File: config.mk
export PLATFORM = sky130hd
export DESIGN_NAME = adc_chain
export DESIGN_NICKNAME = d
export VERILOG_FILES = /design/src/shared/adc_pkg.sv /design/src/hw/adc_chain.sv
export VERILOG_INCLUDE_DIRS = /design/src /design/src/shared
export SDC_FILE = /design/constraint.sdc
export NUM_CORES = 1
export LEC_CHECK = 0
export BUFFER_PORTS_ARGS = -buffer_cell sky130_fd_sc_hd__buf_4
export CAP_MARGIN = 30
export CORE_MARGIN = 1
export CORE_UTILIZATION = 57
export DETAILED_ROUTE_END_ITERATION = 10
export HOLD_SLACK_MARGIN = 0.1
export PLACE_DENSITY = 0.9
export SLEW_MARGIN = 15
export SYNTH_ARGS = -nofsm -noshare
export SYNTH_HDL_FRONTEND = slang
export SYNTH_SLANG_ARGS = --single-unit
File: constraint.sdc
create_clock -name i_sys_clk -period 2.05 [get_ports i_sys_clk]
set_input_delay 0.3075 -clock i_sys_clk [delete_from_list [all_inputs] [get_ports i_sys_clk]]
set_output_delay 0.3075 -clock i_sys_clk [all_outputs]
set_load 0.01 [all_outputs]
File: src/shared/adc_chain_cfg.svh
`ifndef ADC_CHAIN_CFG_SVH
`define ADC_CHAIN_CFG_SVH
// word and clock figures
`define ADC_WORD_BITS 12
`define ADC_CLK_HZ 100000000
`define ADC_INT_CLK_NS 820
`define ADC_INT_HALF_CYC ((`ADC_INT_CLK_NS * (`ADC_CLK_HZ / 1000000)) / 2000)
`define ADC_CODE_POS_FS 12'h07ff
`define ADC_CODE_NEG_FS 12'h0800
`endif

File: src/shared/adc_pkg.sv
package adc_pkg;
  typedef enum logic [1:0] {
    ADC_IDLE,
    ADC_INT_HI,
    ADC_INT_LO
  } adc_int_state_e;
endpackage

File: src/hw/adc_chain.sv
`timescale 1ns/1ps
`include "adc_chain_cfg.svh"
// Behaviour
// - shift word then chain bits on external clock
// - one separator bit between chained words
// - chain level sampled at start, shown at end
// - internal mode holds captured chain level afterwards
// - grounded first chain input gives zero separators
// - out-of-range input clamps to full scale
// - msb shown at load, chain bit after twelfth fall
module adc_chain #(
  parameter int WORD_BITS = `ADC_WORD_BITS
) (
  // clock and reset
  input wire logic i_sys_clk,
  input wire logic i_reset,
  // link pins, asynchronous
  input wire logic i_shift_clock_pin,
  input wire logic i_chain_in,
  input wire logic i_chip_sel_n,
  input wire logic i_read_conv_n,
  input wire logic i_ext_clk_sel,
  // conversion result from the converter core
  input wire logic i_result_load,
  input wire logic signed [WORD_BITS:0] i_result_raw,
  // serial side
  output logic o_serial_output,
  output logic o_int_clock,
  output logic o_busy
);
  localparam logic [4:0] LAST_BIT = 5'(WORD_BITS - 1);

  // internal clock level decode, shared by the tick and the pin
  function automatic logic adc_int_high(input adc_pkg::adc_int_state_e s);
    return s == adc_pkg::ADC_INT_HI;
  endfunction

  // two-stage synchronisers for every pin
  // no reset here: a reset of two cycles flushes them anyway
  logic [4:0] sync1_reg;
  logic [4:0] sync2_reg;
  always_ff @(posedge i_sys_clk) begin
    sync1_reg <= {i_shift_clock_pin, i_chain_in, i_chip_sel_n, i_read_conv_n, i_ext_clk_sel};
    sync2_reg <= sync1_reg;
  end
  wire sclk_s = sync2_reg[4];
  wire chain_s = sync2_reg[3];
  wire cs_n_s = sync2_reg[2];
  wire rc_s = sync2_reg[1];
  wire ext_s = sync2_reg[0];

  logic sclk_d_reg;
  always_ff @(posedge i_sys_clk) begin
    sclk_d_reg <= sclk_s;
  end
  wire sclk_fall = sclk_d_reg & ~sclk_s;
  wire read_en = ~cs_n_s & rc_s;

  // clamp: the core may report beyond the range, never wrap
  wire signed [WORD_BITS:0] pos_fs = (WORD_BITS + 1)'(signed'({1'b0, `ADC_CODE_POS_FS}));
  wire signed [WORD_BITS:0] neg_fs = (WORD_BITS + 1)'(signed'({1'b1, `ADC_CODE_NEG_FS}));
  wire [WORD_BITS-1:0] clamped =
    (i_result_raw > pos_fs) ? WORD_BITS'(`ADC_CODE_POS_FS) :
    (i_result_raw < neg_fs) ? WORD_BITS'(`ADC_CODE_NEG_FS) :
    i_result_raw[WORD_BITS-1:0];

  // output shift register; chain bits enter at the bottom
  logic [WORD_BITS-1:0] shift_reg;
  logic [WORD_BITS-1:0] shift_next;
  logic [4:0] bit_cnt_reg;
  logic tag_cap_reg;
  adc_pkg::adc_int_state_e st_reg;
  logic [7:0] half_cnt_reg;
  wire int_mode = ~ext_s;
  wire int_tick = adc_int_high(st_reg) && (half_cnt_reg == 8'h00);
  wire ext_shift = ext_s & read_en & sclk_fall;
  wire do_shift = ext_shift | int_tick;
  // ext mode pulls chain bits in one per fall; internal mode fills with captured level
  wire fill_bit = int_mode ? tag_cap_reg : chain_s;
  assign shift_next = {shift_reg[WORD_BITS-2:0], fill_bit};

  wire int_start = int_mode & read_en & (st_reg == adc_pkg::ADC_IDLE) & (bit_cnt_reg == 5'h00) & o_busy;

  always_ff @(posedge i_sys_clk) begin
    if (i_reset) begin
      shift_reg <= '0;
      bit_cnt_reg <= 5'h00;
      tag_cap_reg <= 1'b0;
      o_busy <= 1'b1;
    end else if (i_result_load) begin
      // hazard: a load during an active external read would lose data
      shift_reg <= clamped;
      bit_cnt_reg <= 5'h00;
      o_busy <= 1'b1;
    end else begin
      if (int_start) begin
        tag_cap_reg <= chain_s;
      end
      if (do_shift) begin
        shift_reg <= shift_next;
        if (bit_cnt_reg != 5'h1f) begin
          bit_cnt_reg <= bit_cnt_reg + 5'h01;
        end
      end
    end
  end

  // internal clock: 12 pulses then low
  always_ff @(posedge i_sys_clk) begin
    if (i_reset) begin
      st_reg <= adc_pkg::ADC_IDLE;
      half_cnt_reg <= 8'h00;
    end else begin
      unique case (st_reg)
        adc_pkg::ADC_IDLE: begin
          if (int_start) begin
            st_reg <= adc_pkg::ADC_INT_LO;
            half_cnt_reg <= 8'(`ADC_INT_HALF_CYC - 1);
          end
        end
        adc_pkg::ADC_INT_LO: begin
          if (half_cnt_reg == 8'h00) begin
            st_reg <= adc_pkg::ADC_INT_HI;
            half_cnt_reg <= 8'(`ADC_INT_HALF_CYC - 1);
          end else begin
            half_cnt_reg <= half_cnt_reg - 8'h01;
          end
        end
        adc_pkg::ADC_INT_HI: begin
          if (half_cnt_reg != 8'h00) begin
            half_cnt_reg <= half_cnt_reg - 8'h01;
          end else if (bit_cnt_reg == LAST_BIT) begin
            st_reg <= adc_pkg::ADC_IDLE;
          end else begin
            st_reg <= adc_pkg::ADC_INT_LO;
            half_cnt_reg <= 8'(`ADC_INT_HALF_CYC - 1);
          end
        end
      endcase
    end
  end

  // after the word, internal mode shows the captured chain level
  wire int_done = int_mode & (bit_cnt_reg >= 5'(WORD_BITS));
  always_ff @(posedge i_sys_clk) begin
    if (i_reset) begin
      o_serial_output <= 1'b0;
      o_int_clock <= 1'b0;
    end else begin
      o_serial_output <= int_done ? tag_cap_reg : shift_reg[WORD_BITS-1];
      o_int_clock <= adc_int_high(st_reg);
    end
  end

  // watch-only copy of the chain level taken at the first external shift of a word
  logic sep_cap_reg;
  always_ff @(posedge i_sys_clk) begin
    if (ext_shift && !i_result_load && (bit_cnt_reg == 5'h00)) begin
      sep_cap_reg <= chain_s;
    end
  end

  // watch-only count of internal shift ticks since the transfer began
  logic [4:0] int_pulse_cnt_reg;
  always_ff @(posedge i_sys_clk) begin
    if (i_reset || int_start) begin
      int_pulse_cnt_reg <= 5'h00;
    end else if (int_tick && (int_pulse_cnt_reg != 5'h1f)) begin
      int_pulse_cnt_reg <= int_pulse_cnt_reg + 5'h01;
    end
  end

  // separator slot: the twelfth fall shows the chain level of the first fall
  a_separator_bit: assert property (@(posedge i_sys_clk) disable iff (i_reset)
    (ext_shift && !i_result_load && bit_cnt_reg == LAST_BIT) |=> ##1 (o_serial_output == sep_cap_reg))
    else $error("separator bit not taken from chain input");

  a_shift_order: assert property (@(posedge i_sys_clk) disable iff (i_reset)
    (do_shift && !i_result_load) |=> (shift_reg[0] == $past(fill_bit)) &&
      (shift_reg[WORD_BITS-1] == $past(shift_reg[WORD_BITS-2])))
    else $error("shift order broken");

  // a fall while deselected or converting must leave the word alone
  a_deselect_hold: assert property (@(posedge i_sys_clk) disable iff (i_reset)
    (sclk_fall && !read_en && !int_tick && !i_result_load) |=> $stable(shift_reg))
    else $error("shift taken while deselected");

  a_msb_first: assert property (@(posedge i_sys_clk) disable iff (i_reset)
    (i_result_load && ext_s && i_result_raw <= pos_fs && i_result_raw >= neg_fs)
      |=> ##1 (o_serial_output == $past(i_result_raw[WORD_BITS-1], 2)))
    else $error("msb not shown after load");

  a_clamp_high: assert property (@(posedge i_sys_clk) disable iff (i_reset)
    (i_result_load && i_result_raw > pos_fs) |=> shift_reg == WORD_BITS'(`ADC_CODE_POS_FS))
    else $error("positive overrange not clamped");

  a_clamp_low: assert property (@(posedge i_sys_clk) disable iff (i_reset)
    (i_result_load && i_result_raw < neg_fs) |=> shift_reg == WORD_BITS'(`ADC_CODE_NEG_FS))
    else $error("negative overrange not clamped");

  a_tag_capture: assert property (@(posedge i_sys_clk) disable iff (i_reset)
    (int_start && !i_result_load) |=> tag_cap_reg == $past(chain_s))
    else $error("chain level not captured at transfer start");

  a_int_hold: assert property (@(posedge i_sys_clk) disable iff (i_reset)
    (int_done && !i_result_load) |=> o_serial_output == $past(tag_cap_reg))
    else $error("internal mode does not hold chain level");

  a_int_twelve: assert property (@(posedge i_sys_clk) disable iff (i_reset)
    ((st_reg != adc_pkg::ADC_IDLE) ##1 (st_reg == adc_pkg::ADC_IDLE)) |-> (int_pulse_cnt_reg == 5'(WORD_BITS)))
    else $error("internal transfer not twelve pulses");

  // after the last pulse the internal clock rests low
  a_int_clock_rest: assert property (@(posedge i_sys_clk) disable iff (i_reset)
    (st_reg == adc_pkg::ADC_IDLE) |=> !o_int_clock)
    else $error("internal clock not resting low");
endmodule // adc_chain

## After elaboration in Yosys (flattened, before gate mapping)

Index checks and enable logic that the tools add are counted.

| storage, ports and cells | value |
|---|---|
| bits in registers | 41 |
| input port bits | 21 |
| word-level logic and storage cells | 63 |

| cells by class | value |
|---|---|
| add/subtract/negate cells | 2 |
| $lt $le $gt $ge | 3 |
| eq/ne operators | 8 |
| mux-type cells | 16 |
| bitwise gates (word level) | 13 |
| reduce and logical (&&, ||, !) cells | 11 |

Operators by type and width:

| kind | count |
|---|---|
| two-way mux 12 bit | 4 |
| two-way mux 8 bit | 4 |
| one-hot mux 8 bit (3 select lines) | 1 |
| greater-than comparator 13 x 12 -> 1 bit (second input constant) | 1 |
| < comparator 13 x 12 -> 1 bit (second input constant) | 1 |
| bitwise AND 1 bit | 8 |
| logical NOT 8 bit | 1 |
| two-way mux 2 bit | 4 |
| nonzero test 8 bit | 1 |
| subtractor 8 x 1 -> 8 bit (second input constant) | 1 |
| inequality test 2 bit (second input constant) | 3 |
| one-hot mux 2 bit (3 select lines) | 1 |
| AND reduction 2 bit | 3 |
| adder 5 x 1 -> 5 bit (second input constant) | 1 |
| == test 5 x 4 -> 1 bit (second input constant) | 1 |
| greater-or-equal comparator 5 x 4 -> 1 bit (second input constant) | 1 |
| logical NOT 5 bit | 1 |
| inequality test 5 bit (second input constant) | 1 |
| inverter 1 bit | 4 |
| inequality test 3 bit (second input constant) | 1 |
| AND reduction 3 bit | 1 |
| == test 2 x 1 -> 1 bit (second input constant) | 1 |
| == test 2 bit (second input constant) | 1 |
| logical NOT 2 bit | 1 |
| 5 further kinds | 6 |

## Depth between registers and ports, before layout

| logic depth | value |
|---|---|
| depth after elaboration | 7 |
| depth in mapped cells | 7 |
| depth with buffers taken out | 6 |

## Worst setup path before layout

OpenSTA, ideal clock, no wires.

| timing | value |
|---|---|
| path kind | reg2reg |
| start | register half_cnt_reg[0] |
| end | register shift_reg[10] |
| arrival time | 1585 ps |
| data required time | 1928 ps |
| slack | 343 ps |
| cell stages (with the launch flop) | 8 |
| buffers on the path | 1 |
| clock period less this slack | 1707 ps |
| cells stage by stage | dfxtp_1 -> inv_1 -> ha_1 -> nor3b_4 -> nand3_4 -> and2_4 -> buf_6 -> o311a_1 |

| on the way | value |
|---|---|
| word-level cells in the longest chain between the ends | 4 |

RTL lines:

| what | line | RTL |
|---|---|---|
| start, declared | adc_chain.sv:73 | `logic [7:0] half_cnt_reg;` |
| start signal, assigned | adc_chain.sv:118 | `` half_cnt_reg <= 8'(`ADC_INT_HALF_CYC - 1); `` |
| start signal, assigned | adc_chain.sv:124 | `` half_cnt_reg <= 8'(`ADC_INT_HALF_CYC - 1); `` |
| start signal, assigned | adc_chain.sv:126 | `half_cnt_reg <= half_cnt_reg - 8'h01;` |
| logical NOT 8 bit | adc_chain.sv:75 | `wire int_tick = adc_int_high(st_reg) && (half_cnt_reg == 8'h00);` |
| logical AND 1 bit | adc_chain.sv:75 |  |
| OR 1 bit | adc_chain.sv:77 | `wire do_shift = ext_shift \| int_tick;` |
| nonzero test 2 bit (no line) | n/a |  |
| end signal, assigned | adc_chain.sv:92 | `shift_reg <= clamped;` |
| end signal, assigned | adc_chain.sv:100 | `shift_reg <= shift_next;` |
| end, declared | adc_chain.sv:68 | `logic [WORD_BITS-1:0] shift_reg;` |

No other way between the ends.
A chain may end at the register's enable or synchronous reset.

## Worst setup path after layout

| timing | value |
|---|---|
| start | register half_cnt_reg[1] |
| end | register half_cnt_reg[1] |

| on the way | value |
|---|---|
| word-level cells in the longest chain between the ends | 3 |

RTL lines:

| what | line | RTL |
|---|---|---|
| subtractor 8 x 1 -> 8 bit, or another cell as far along | adc_chain.sv:126, adc_chain.sv:131 |  |
| two-way mux 8 bit, or another cell as far along | adc_chain.sv:130 | `if (half_cnt_reg != 8'h00) begin` |
| one-hot mux 8 bit (3 select lines) / AND reduction 2 bit (equally long branches) | n/a |  |

Parallel ways exist; a longest one is shown, timed or not.

==> reports/metrics.cfg <==
[drt]
drt_iter0_drc = 111
wl_per_cell_um = 14.57
remaining_drc_errors = 0
vias_per_cell = 6.016
routed_wl_um = 4487
firstDrtPassIters = 4
drtAntennaViolNets = 0
num_vias = 1853

[die]
die_h_um = 62.04
dieWidth_um = 62.04
num_rows = 21
die-area_mm2 = 0.003848
initial_utilization_pct = 60.61
core_region_area_mm2 = 0.003390
ios = 24

[placement]
gp_congestion = 0.8762
pre_cts_ws_ns = 0.1410
hpwl_um = 2904
numPortBuffers = 22

[yosys]
yosysMostFrequentCell = dfxtp_1
yosysSeqAreaShare_pct = 39.95
synth_seq_cells = 41
yosys.area.top_type_share_pct = 39.95
synth_fp_nets = 263
ys_async_sr_fraction_pct = 0
syn_inst = 235
synthTopCellsByCount = dfxtp_1, nand2_1, nor2_1
synth_largest_area_cell = dfxtp_1
synth_cell_types = 52
avgSynthCellArea_um2 = 8.742
ys.warnings.count = 0
synth_edf_count = 0
ys_top_cells_by_area = dfxtp_1, o311a_1, nand2_1
synth_flop_cell = dfxtp_1
synthesis.area_mm2 = 0.002054

[flow_run]
maxCapViolCount = 0

[grt]
grtUsageMet3_pct = 7.039
grt_pass1_vias = 1604
use_met2_pct = 40.73
gr-usage-met1_pct = 31.93
grt_max_degree = 38
grt_pass1_wl_um = 7107
grt_usage_pct = 25.51
busiest_layer = met2
antenna_found_initial = 0
grt.overflow.total = 0

[run_status]
status = finished clean

[sta]
min_period_over_period_pct = 95.50
slew_violations = 0
fmax_ghz = 0.5108
slew_headroom_pct = 61.92
final_hold_viol_count = 0
finalClockSkew_ns = 0.006991
fin_setup_tns_ns = 0
rsz0062_at_grt = no
tightest_slew_ns = 0.5691
setup_violations = 0
setup_ws_ns = 0.09221
period_needed_ns = 1.958
fin_hold_ws_ns = 0.3186

[worst_setup_path]
cp_cell_sequence = inv_1 -> ha_1 -> nor3b_4 -> buf_4 -> and2_1 -> or4_1 -> a21oi_1
worst_setup_path_start_kind = register
max_stage_delay_ns = 0.53
required_ns = 2.34
critPathTopFamily = simple AND/OR/NAND/NOR gates
end_kind = register
cp_max_fo = 5
path_class = register to register
cp_slowest_cell = or4_1
arrival_ns = 2.25
critical_path_buf_inv_count = 2

[clock_network]
clk_latency_ns = 0.36
clkSinkCount = 41
clkTransAtPathRegs_ns = 0.12
cts_buffer_depth = 2
htree_levels = 2
cts_tree = done
cts_buffers = 5
ctsRootBufferMaster = clkbuf_4

[final_layout]
syn_to_final_growth_pct = 17.05
fill_cells = 253
final_nets = 289
drive_gt1_share_pct = 19.08
largest_reg_flops = 12
num_antenna_cells = 0

[min_path]
hp-class = input pin to register

[power]
ir_worst_vdd_mv = 0.4009
leakage_nw = 0.9380
power_density_mw_per_mm2 = 1062

-- cells by family after synthesis --
kind of cell    Yosys count  synth area share, %
other cells               1               0.1825
compound gates           71                23.87
flops                    41                39.95
buf+inv                  24                4.994
fa+ha+maj                 8                4.750
simple gates             83                22.78
mux                       7                3.471
-- report_power, final --
part           switching, W  internal (W)
clock              0.000274      0.000290
sequential        0.0000918      0.000903
combinational      0.000560      0.000435
-- metrics by stage --
step	util [%]	instances	power, W	area [µm²]
floorplan	-	235	0.001693	2054
global placement	66.15	292	0.001872	2242
detailed placement	66.15	292	0.001900	2242
CTS	70.25	305	0.002470	2381
global route	70.95	308	0.002699	2405
finish	70.95	308	0.002553	2405
-- worst paths after layout --
kind / from / depth (start not counted) / end / slack (ns)
worst max register to register: half_cnt_reg[1] / 7 / half_cnt_reg[1] / 0.09
worst min-delay path: i_reset / 2 / o_int_clock / 0.32
worst min register to register: sync1_reg[3] / 0 / sync2_reg[3] / 0.34
worst max-delay path: half_cnt_reg[1] / 7 / half_cnt_reg[1] / 0.09
-- metal layers --
| layer | up-vias | share of wire, % |
|---|---|---|
| li1 | 924 | - |
| met1 | 872 | 46 |
| met2 | 51 | 49 |
| met3 | 6 | 4.1 |
| met4 | 0 | 1.6 |
| met5 | - | 0 |
-- what timing repair did --
action	CTS	global route
gates resized for setup	0	2
hold endpoints to repair	5	0
buffers inserted	0	3
endpoints found under the setup margin	0	4
hold buffers	5	0
-- area by class of cell --
class                   instances  area (µm²)  area share (%)
clock buffers                   6       51.30           2.133
clock inverters                 2       37.54           1.561
inverters                       8       30.03           1.249
multi-input cells             170        1131           47.03
flip-flops and latches         41       822.0           34.18
well taps                      46       57.56           2.393
repair buffers                 35       275.3           11.45
-- placed cells by master, fill, tap and decap left out, types with 3 or more instances in the layout --
cell / count
a31oi_1: 13
nor2_1: 18
nand3_1: 12
nor3_1: 5
ha_1: 7
a21oi_1: 12
o31ai_1: 3
o311a_1: 10
clkbuf_4: 5
o21a_1: 3
inv_1: 8
dlygate4sd3_1: 5
nand2_1: 24
mux2i_1: 6
o21ai_0: 15
buf_4: 30
dfxtp_1: 40
Note: power is estimated with default switching activity, not from simulation.
